$ cat config.mk
export PLATFORM = sky130hd
export DESIGN_NAME = lit_interval_timer
export DESIGN_NICKNAME = d
export VERILOG_FILES = /design/src/lit_pkg.sv /design/src/lit_interval_timer.sv /design/src/lit_wrap_counter.sv
export SDC_FILE = /design/constraint.sdc
export NUM_CORES = 1
export LEC_CHECK = 0
export BUFFER_PORTS_ARGS = -buffer_cell sky130_fd_sc_hd__buf_2
export CAP_MARGIN = 25
export CORE_MARGIN = 4
export CORE_UTILIZATION = 60
export CTS_CLUSTER_DIAMETER = 50
export DETAILED_ROUTE_END_ITERATION = 16
export PLACE_DENSITY = 0.91
export SETUP_SLACK_MARGIN = 0.2
export SYNTH_ARGS = -nofsm -noshare
export SYNTH_HDL_FRONTEND = slang
export SYNTH_SLANG_ARGS = --single-unit
$ cat constraint.sdc
create_clock -name mclk -period 3.25 [get_ports mclk]
set_input_delay 0 -clock mclk [delete_from_list [all_inputs] [get_ports mclk]]
set_output_delay 0 -clock mclk [all_outputs]
set_load 0.03 [all_outputs]
$ cat src/lit_pkg.sv
// Constants, offsets, field positions and types of the long interval timer.
// Assumes a 10 MHz core clock; the 1/128 s tick is derived from it.
package lit_pkg;

	// ****************************************************************
	// Timing
	// ****************************************************************
	localparam int CLK_PERIOD_NS = 100;
	// One sub-second step is 1/128 s
	localparam int TICK_PERIOD_NS = 7812500;
	localparam int TICK_CYCLES = TICK_PERIOD_NS / CLK_PERIOD_NS;

	// ****************************************************************
	// Register offsets
	// ****************************************************************
	localparam logic [7:0] OFS_INTERVAL_TIMER_CONTROL = 8'hA1;
	localparam logic [7:0] OFS_SUB_SECOND_COUNT = 8'hA2;
	localparam logic [7:0] OFS_SECONDS_COUNT = 8'hA3;
	localparam logic [7:0] OFS_MINUTES_COUNT = 8'hA4;
	localparam logic [7:0] OFS_HOURS_COUNT = 8'hA5;
	localparam logic [7:0] OFS_INTERVAL_COMPARE_VALUE = 8'hA6;
	localparam logic [7:0] OFS_EVENT_STATUS = 8'hA7;
	localparam logic [7:0] OFS_EVENT_MASK = 8'hA8;

	// ****************************************************************
	// Control register fields
	// ****************************************************************
	localparam int BIT_TIME_BASE_ENABLE = 0;
	localparam int BIT_INTERVAL_COUNT_ENABLE = 1;
	localparam int BIT_INTERVAL_HIT_FLAG = 2;
	localparam int BIT_SINGLE_SHOT = 3;
	localparam int BIT_INTERVAL_UNIT_SELECT_LO = 4;
	localparam int BIT_INTERVAL_UNIT_SELECT_HI = 5;

	// ****************************************************************
	// Event status and mask fields
	// ****************************************************************
	localparam int EVT_INTERVAL_MATCH = 0;
	localparam int EVT_SECOND = 1;

	// ****************************************************************
	// Reset values and limits
	// ****************************************************************
	localparam logic [7:0] RST_CONTROL = 8'h00;
	localparam logic [7:0] RST_COUNT = 8'h00;
	localparam logic [7:0] RST_INTERVAL_COMPARE = 8'h00;
	localparam logic [7:0] RST_STATUS = 8'h00;
	localparam logic [7:0] RST_MASK = 8'h00;
	localparam logic [7:0] SUB_SECOND_MAX = 8'h7F;
	localparam logic [7:0] SECONDS_MAX = 8'h3B;
	localparam logic [7:0] MINUTES_MAX = 8'h3B;
	localparam logic [7:0] HOURS_MAX = 8'h17;
	localparam logic [15:0] TIMER_INT_VECTOR = 16'h0053;

	// ****************************************************************
	// Interval unit select
	// ****************************************************************
	typedef enum logic [1:0] {
		UNIT_SUB_SECOND = 2'b00,
		UNIT_SECOND = 2'b01,
		UNIT_MINUTE = 2'b10,
		UNIT_HOUR = 2'b11
	} lit_unit_type;

endpackage

$ cat src/lit_interval_timer.sv
// Long interval timer: time base, interval counter, registers and interrupt.
// Assumes a single-cycle register port on mclk and a level power-down input.
//
// Implementation choice: the strobed register port.
`timescale 1ns/1ps
module lit_interval_timer #(
	parameter int TICK_CYCLES = lit_pkg::TICK_CYCLES
) (
	// Clock and reset
	input wire logic mclk,
	input wire logic sys_rst,
	// Register port
	input wire logic [7:0] reg_addr,
	input wire logic [7:0] reg_wdata,
	input wire logic reg_wr,
	input wire logic reg_rd,
	output logic [7:0] reg_rdata,
	// System
	input wire logic power_down,
	output logic irq,
	output logic wake_req,
	output logic [15:0] wake_vector,
	output logic interval_hit_flag
);
	import lit_pkg::*;

	localparam int PS_W = (TICK_CYCLES > 1) ? $clog2(TICK_CYCLES) : 1;
	localparam logic [PS_W-1:0] PS_LAST = PS_W'(TICK_CYCLES - 1);

	// ****************************************************************
	// State
	// ****************************************************************
	typedef struct packed {
		logic [PS_W-1:0] presc;
		logic time_base_enable;
		logic interval_count_enable;
		logic interval_hit_flag;
		logic single_shot;
		lit_unit_type unit;
		logic [7:0] interval_compare_value;
		logic [7:0] icnt;
		logic [7:0] status;
		logic [7:0] mask;
		logic [7:0] rdata;
		logic wake;
		logic irq;
	} lit_state_type;

	lit_state_type st_ff;
	lit_state_type nxt_st;

	logic tick;
	logic sec_step;
	logic min_step;
	logic hour_step;
	logic unit_step;
	logic hit;
	logic wr_ctl;
	logic wr_hth;
	logic wr_sec;
	logic wr_min;
	logic wr_hour;
	logic [7:0] hth_cnt;
	logic [7:0] sec_cnt;
	logic [7:0] min_cnt;
	logic [7:0] hour_cnt;
	logic [7:0] ctl_read;

	// ****************************************************************
	// Time base
	// ****************************************************************
	// The prescaler stands in for the slow oscillator and is never gated by power-down
	assign tick = st_ff.time_base_enable && (st_ff.presc == PS_LAST);

	assign wr_ctl = reg_wr && (reg_addr == OFS_INTERVAL_TIMER_CONTROL);
	assign wr_hth = reg_wr && (reg_addr == OFS_SUB_SECOND_COUNT);
	assign wr_sec = reg_wr && (reg_addr == OFS_SECONDS_COUNT);
	assign wr_min = reg_wr && (reg_addr == OFS_MINUTES_COUNT);
	assign wr_hour = reg_wr && (reg_addr == OFS_HOURS_COUNT);

	lit_wrap_counter #(
		.WIDTH(8),
		.MAX_VAL(SUB_SECOND_MAX)
	) u_sub_second (
		.mclk(mclk),
		.sys_rst(sys_rst),
		.step(tick),
		.load(wr_hth),
		.load_data(reg_wdata),
		.count(hth_cnt),
		.wrap(sec_step)
	);

	lit_wrap_counter #(
		.WIDTH(8),
		.MAX_VAL(SECONDS_MAX)
	) u_seconds (
		.mclk(mclk),
		.sys_rst(sys_rst),
		.step(sec_step),
		.load(wr_sec),
		.load_data(reg_wdata),
		.count(sec_cnt),
		.wrap(min_step)
	);

	lit_wrap_counter #(
		.WIDTH(8),
		.MAX_VAL(MINUTES_MAX)
	) u_minutes (
		.mclk(mclk),
		.sys_rst(sys_rst),
		.step(min_step),
		.load(wr_min),
		.load_data(reg_wdata),
		.count(min_cnt),
		.wrap(hour_step)
	);

	lit_wrap_counter #(
		.WIDTH(8),
		.MAX_VAL(HOURS_MAX)
	) u_hours (
		.mclk(mclk),
		.sys_rst(sys_rst),
		.step(hour_step),
		.load(wr_hour),
		.load_data(reg_wdata),
		.count(hour_cnt),
		.wrap()
	);

	// ****************************************************************
	// Interval counter clock select
	// ****************************************************************
	always_comb
	begin
		case (st_ff.unit)
			UNIT_SUB_SECOND: unit_step = tick;
			UNIT_SECOND: unit_step = sec_step;
			UNIT_MINUTE: unit_step = min_step;
			UNIT_HOUR: unit_step = hour_step;
			default: unit_step = 1'b0;
		endcase
	end

	// Match is judged on the value the counter is about to take
	assign hit = st_ff.interval_count_enable && unit_step
		&& ((st_ff.icnt + 8'h01) == st_ff.interval_compare_value);

	assign ctl_read = {2'b00, st_ff.unit[1], st_ff.unit[0], st_ff.single_shot,
		st_ff.interval_hit_flag, st_ff.interval_count_enable, st_ff.time_base_enable};

	// ****************************************************************
	// Next state
	// ****************************************************************
	always_comb
	begin
		nxt_st = st_ff;

		// Prescaler restarts whenever the time base is off
		if (!st_ff.time_base_enable || st_ff.presc == PS_LAST)
		begin
			nxt_st.presc = '0;
		end
		else
		begin
			nxt_st.presc = st_ff.presc + 1'b1;
		end

		// Interval counter steps on the selected unit
		if (st_ff.interval_count_enable && unit_step)
		begin
			nxt_st.icnt = st_ff.icnt + 8'h01;
		end

		// Software writes
		if (wr_ctl)
		begin
			nxt_st.time_base_enable = reg_wdata[BIT_TIME_BASE_ENABLE];
			nxt_st.interval_count_enable = reg_wdata[BIT_INTERVAL_COUNT_ENABLE];
			nxt_st.single_shot = reg_wdata[BIT_SINGLE_SHOT];
			nxt_st.unit = lit_unit_type'({reg_wdata[BIT_INTERVAL_UNIT_SELECT_HI],
				reg_wdata[BIT_INTERVAL_UNIT_SELECT_LO]});
			// Writing zero clears the hit flag; writing one leaves it
			if (!reg_wdata[BIT_INTERVAL_HIT_FLAG])
			begin
				nxt_st.interval_hit_flag = 1'b0;
			end
		end
		if (reg_wr && reg_addr == OFS_INTERVAL_COMPARE_VALUE)
		begin
			nxt_st.interval_compare_value = reg_wdata;
		end
		if (reg_wr && reg_addr == OFS_EVENT_STATUS)
		begin
			nxt_st.status = st_ff.status & ~reg_wdata;
		end
		if (reg_wr && reg_addr == OFS_EVENT_MASK)
		begin
			nxt_st.mask = reg_wdata;
		end

		// Hardware events come after the writes so a set beats a clear
		if (hit)
		begin
			nxt_st.interval_hit_flag = 1'b1;
			nxt_st.status[EVT_INTERVAL_MATCH] = 1'b1;
			nxt_st.icnt = 8'h00;
			if (st_ff.single_shot)
			begin
				nxt_st.interval_count_enable = 1'b0;
			end
		end
		if (sec_step)
		begin
			nxt_st.status[EVT_SECOND] = 1'b1;
		end

		// Disabled interval counter holds at zero
		if (!nxt_st.interval_count_enable)
		begin
			nxt_st.icnt = 8'h00;
		end

		nxt_st.irq = |(nxt_st.status & nxt_st.mask);
		// Wake only on an enabled interval match while powered down
		nxt_st.wake = power_down && nxt_st.status[EVT_INTERVAL_MATCH]
			&& nxt_st.mask[EVT_INTERVAL_MATCH];

		// Read data: single domain, so every count is read whole
		nxt_st.rdata = 8'h00;
		if (reg_rd)
		begin
			if (reg_addr == OFS_INTERVAL_TIMER_CONTROL)
			begin
				nxt_st.rdata = ctl_read;
			end
			else if (reg_addr == OFS_SUB_SECOND_COUNT)
			begin
				nxt_st.rdata = hth_cnt;
			end
			else if (reg_addr == OFS_SECONDS_COUNT)
			begin
				nxt_st.rdata = sec_cnt;
			end
			else if (reg_addr == OFS_MINUTES_COUNT)
			begin
				nxt_st.rdata = min_cnt;
			end
			else if (reg_addr == OFS_HOURS_COUNT)
			begin
				nxt_st.rdata = hour_cnt;
			end
			else if (reg_addr == OFS_INTERVAL_COMPARE_VALUE)
			begin
				nxt_st.rdata = st_ff.interval_compare_value;
			end
			else if (reg_addr == OFS_EVENT_STATUS)
			begin
				nxt_st.rdata = st_ff.status;
			end
			else if (reg_addr == OFS_EVENT_MASK)
			begin
				nxt_st.rdata = st_ff.mask;
			end
			else
			begin
				nxt_st.rdata = 8'h00;
			end
		end
	end

	// ****************************************************************
	// Registers
	// ****************************************************************
	always_ff @(posedge mclk)
	begin
		if (sys_rst)
		begin
			st_ff <= '0;
		end
		else
		begin
			st_ff <= nxt_st;
		end
	end

	assign reg_rdata = st_ff.rdata;
	assign irq = st_ff.irq;
	assign wake_req = st_ff.wake;
	assign wake_vector = TIMER_INT_VECTOR;
	assign interval_hit_flag = st_ff.interval_hit_flag;

endmodule // lit_interval_timer

$ cat src/lit_wrap_counter.sv
// One time-base stage: counts 0..MAX_VAL on each step and flags the wrap.
// Assumes step and load never need queuing; a load wins over a step.
`timescale 1ns/1ps
module lit_wrap_counter #(
	parameter int WIDTH = 8,
	parameter logic [7:0] MAX_VAL = 8'h3B
) (
	// Clock and reset
	input wire logic mclk,
	input wire logic sys_rst,
	// Control
	input wire logic step,
	input wire logic load,
	input wire logic [WIDTH-1:0] load_data,
	// Result
	output logic [WIDTH-1:0] count,
	output logic wrap
);
	import lit_pkg::*;

	typedef struct packed {
		logic [WIDTH-1:0] cnt;
	} lit_stage_type;

	lit_stage_type stage_ff;
	lit_stage_type nxt_stage;
	logic at_max;

	// Values above the limit written by software still wrap to zero
	assign at_max = (stage_ff.cnt >= MAX_VAL[WIDTH-1:0]);
	assign wrap = step && at_max && !load;
	assign count = stage_ff.cnt;

	always_comb
	begin
		nxt_stage = stage_ff;
		if (load)
		begin
			nxt_stage.cnt = load_data;
		end
		else if (step)
		begin
			if (at_max)
			begin
				nxt_stage.cnt = '0;
			end
			else
			begin
				nxt_stage.cnt = stage_ff.cnt + 1'b1;
			end
		end
	end

	always_ff @(posedge mclk)
	begin
		if (sys_rst)
		begin
			stage_ff <= '0;
		end
		else
		begin
			stage_ff <= nxt_stage;
		end
	end

endmodule // lit_wrap_counter

==> results.cfg <==
[finish]
area_growth_pct = 7.28
final_util_pct = 66.7
finalNetCount = 698
drive_gt1_share_pct = 11.3
diodes = 0

[drt]
met3WireLength_um = 1440
drc_errors = 0
avgViaCountPerCell = 6.76
first_pass_iters = 5
wl_met1_um = 5980
antenna_left = 0
dr_wl_met2_um = 7020
drt_iter0_drc = 661
drt_wl_total_um = 15000
vias = 5291
top_layer_used = met4
wire_per_inst_um = 19.1

[clock_tree]
cts_tree = done
numCtsBuffers = 9
clk_pin_slew_ns = 0.09
h-tree-depth = 3
clock-root-buffer = clkbuf_8
cts_sinks = 97
clk_latency_ns = 0.38
clockBufferDepth = 2
cts_setup_buffers = 0

[die]
rows = 34
chipWidth_um = 103
start_util_pct = 62.1
pin_count = 48
die_h_um = 103
design.die.area_um2 = 10700
coreArea_um2 = 8760

[sta]
final.setup.tns_ns = 0
tightest_slew_ns = 0.932
post-route-period-util_pct = 86.6
finalHoldViolations = 0
clock.fmax_mhz = 355
relSlewSlack_pct = 37.3
rsz0062_at_grt = no
drv_slew = 0
setup_viol = 0
fin_crit_ns = 2.82
skew_ns = 0.00927

[setup_path]
worst-setup-path-type = reg2reg
worst_ep_required_time_ns = 3.56
path_cells = inv_1 -> ha_1 -> or4bb_1 -> nor4_4 -> nand4_4 -> o32a_4 -> or4_1 -> a21oi_1
crit_slowest_cell = or4bb_1
max_stage_delay_ns = 0.56
start_kind = flip-flop
rr_endpoint = st_ff[31]
cp_max_fo = 18
regToRegStartpoint = st_ff[48]
reg2reg_depth = 8
critPathArrivalTime_ns = 3.12
r2r_slack_ns = 0.43
critPathCaptureType = flip-flop

[grt]
grt_start_max_net_pins = 41
grt_pass1_wl_um = 23500
overflow = 0
grtUsageTotal_pct = 28.2
grt_pass1_vias = 4754
antenna_found_initial = 0

[power]
p_per_area_nw_per_um2 = 394
ir_worst_vdd_mv = 0.247
power_leakage_nw = 2.10

[placement]
place_congestion = 0.943
portBuffers = 31
dpl.hpwl_um = 10500

[logic_synthesis]
yosysTopAreaCell = dfxtp_1
synth_warnings = 0
synthXorXnorAreaFrac_pct = 3.86
muxShareOfSynthArea_pct = 4.94
yosysSeqAreaShare_pct = 35.7
avgSynthCellArea_um2 = 8.20
ys_ff_latch = 97
synth_cells = 664
ys_types = 71
synth_area_leaders = dfxtp_1 36%, nor2_1 5.3%, nand2_1 3.7%
synth-compound-area-share_pct = 20.1
synth_fa_ha_area_share_pct = 1.61
synth_top_family_by_area = simple AND/OR/NAND/NOR gates
syn-cell-area_um2 = 5450
async_reset_ff_share_pct = 0
synthFlopType = dfxtp_1
synthSimpleGateAreaFrac_pct = 26.7
synth_top_area_share_pct = 35.7
synth-edff-count = 0

[hold_path]
hold_path_depth = 3
hp-class = in2reg
min_from = reg_wdata[4]
hold_end = ctl_read[4]

[job]
maxCapViolCount = 0

[status]
status = finished, final reports clean
==> power breakdown <==
part | switching (mW) | internal [mW] | leakage (nW)
clock network | 0.441 | 0.537 | 0.127
registers | 0.00690 | 1.19 | 0.781
logic | 0.0926 | 0.0335 | 1.19
total | 0.540 | 1.76 | 2.10
==> Yosys cell counts (3+ instances only) <==
cell      number
nand3_1       23
clkbuf_1      39
a32oi_1        9
o21ai_0       30
mux2i_1       19
o211ai_1       3
nor3_1        11
and2_1         9
mux2_2         7
buf_4         24
nor2b_1       10
a41oi_1        3
or4_1         13
inv_1         10
a21oi_1       35
ha_1           7
o21bai_1       4
a32o_1         6
nand2b_1       9
nor4_1        11
or3_1         14
buf_2          3
a31oi_1        5
or2_2          3
nor2_1        77
xor2_1        14
xnor2_1       10
a21boi_0      12
a211oi_1       6
nand4_1       14
and3_1         8
dfxtp_1       97
a221oi_1       3
a311oi_1      11
o221ai_1       7
nand4b_1       3
nand2_1       53
==> cell type report <==
type | count | area [µm²]
clock buffers | 10 | 138
clock inverters | 6 | 113
fillers | 664 | 2920
inverters | 10 | 37.5
multi-input cells | 504 | 3180
flip-flops and latches | 97 | 1940
well taps | 108 | 135
repair buffers | 48 | 300
==> state kept, by name (all words and copies together) (netlist names) <==
| signal | count |
|---|---|
| st_ff | 49 |
| reg_rdata | 8 |
| u_hours.count | 8 |
| u_minutes.count | 8 |
| u_seconds.count | 8 |
| u_sub_second.count | 8 |
| ctl_read | 5 |
| interval_hit_flag | 1 |
| irq | 1 |
| wake_req | 1 |
==> routing by layer <==
layer  vias to the layer above  GRT usage, %
met1                      2518          36.0
met3                        57          6.10
li1                       2404             -
met4                         0          13.0
met2                       312          45.6
met5                         -             0
==> worst max-delay path, delay by kind of cell, from the launching register on <==
| family | cells | cell delay [ns] |
|---|---|---|
| buf+inv | 1 | 0.08 |
| simple gates | 4 | 1.56 |
| flops | 1 | 0.37 |
| fa+ha+maj | 1 | 0.15 |
| compound gates | 2 | 0.58 |
==> placed cells by master, fill, tap and decap left out, types with 3 or more instances in the layout <==
| cell | n |
|---|---|
| dfxtp_1 | 97 |
| mux2i_1 | 19 |
| inv_1 | 10 |
| xor2_1 | 14 |
| buf_2 | 31 |
| clkbuf_8 | 10 |
| o21ai_0 | 30 |
| conb_1 | 16 |
| and3_1 | 8 |
| o21bai_1 | 4 |
| o221ai_1 | 7 |
| dlygate4sd3_1 | 7 |
| or4_1 | 13 |
| nor3_1 | 11 |
| nand2_1 | 53 |
| a41oi_1 | 3 |
| or3_1 | 14 |
| mux2_2 | 7 |
| or2_2 | 3 |
| a211oi_1 | 6 |
| a21oi_1 | 35 |
| nand3_1 | 23 |
| bufinv_16 | 3 |
| nand4_1 | 14 |
| a32o_1 | 6 |
| nor2b_1 | 10 |
| a32oi_1 | 9 |
| o211ai_1 | 3 |
| nor4_1 | 11 |
| and2_1 | 9 |
| a311oi_1 | 11 |
| ha_1 | 7 |
| buf_4 | 10 |
| a31oi_1 | 5 |
| xnor2_1 | 10 |
| a21boi_0 | 12 |
| nand4b_1 | 3 |
| nand2b_1 | 9 |
| nor2_1 | 77 |
| a221oi_1 | 3 |
==> per-stage QoR <==
stage          hold slack, ns  total power, mW  setup slack (ns)  instance area, µm²  cells
3_5_place_dp            0.228             1.34             0.296                5520    760
5_1_grt                0.0163             2.35             0.261                5840    783
3_3_place_gp            0.225             1.34             0.564                5520    760
2_1_floorplan           0.146             1.32             0.702                5500    678
6_report               0.0151             2.30             0.434                5840    783
4_1_cts               0.00249             2.30             0.318                5840    783
==> cell families after synthesis <==
kind of cell | Yosys count
and+or+nand+nor | 275
AOI/OAI and AO/OA | 156
DFF | 97
adders and majority gates | 7
other | 2
muxes | 26
buffers and inverters | 77
xor gates and xnor gates | 24
==> worst max path at each step <==
stage	from	end	depth (start not counted)
3_3_place_gp	st_ff[48]	st_ff[26]	8
4_1_cts	st_ff[48]	st_ff[27]	8
3_5_place_dp	st_ff[48]	st_ff[27]	8
5_1_grt	st_ff[48]	u_hours.count[7]	9
2_1_floorplan	st_ff[48]	st_ff[31]	8
6_report	st_ff[48]	st_ff[31]	8
==> what timing repair did <==
| action | in CTS | in global routing |
|---|---|---|
| gates resized for setup | 0 | 1 |
| setup endpoints to repair | 0 | 8 |
| hold endpoints to repair | 11 | 0 |
| hold buffers | 7 | 0 |
Power figures use the tool's default switching activity.
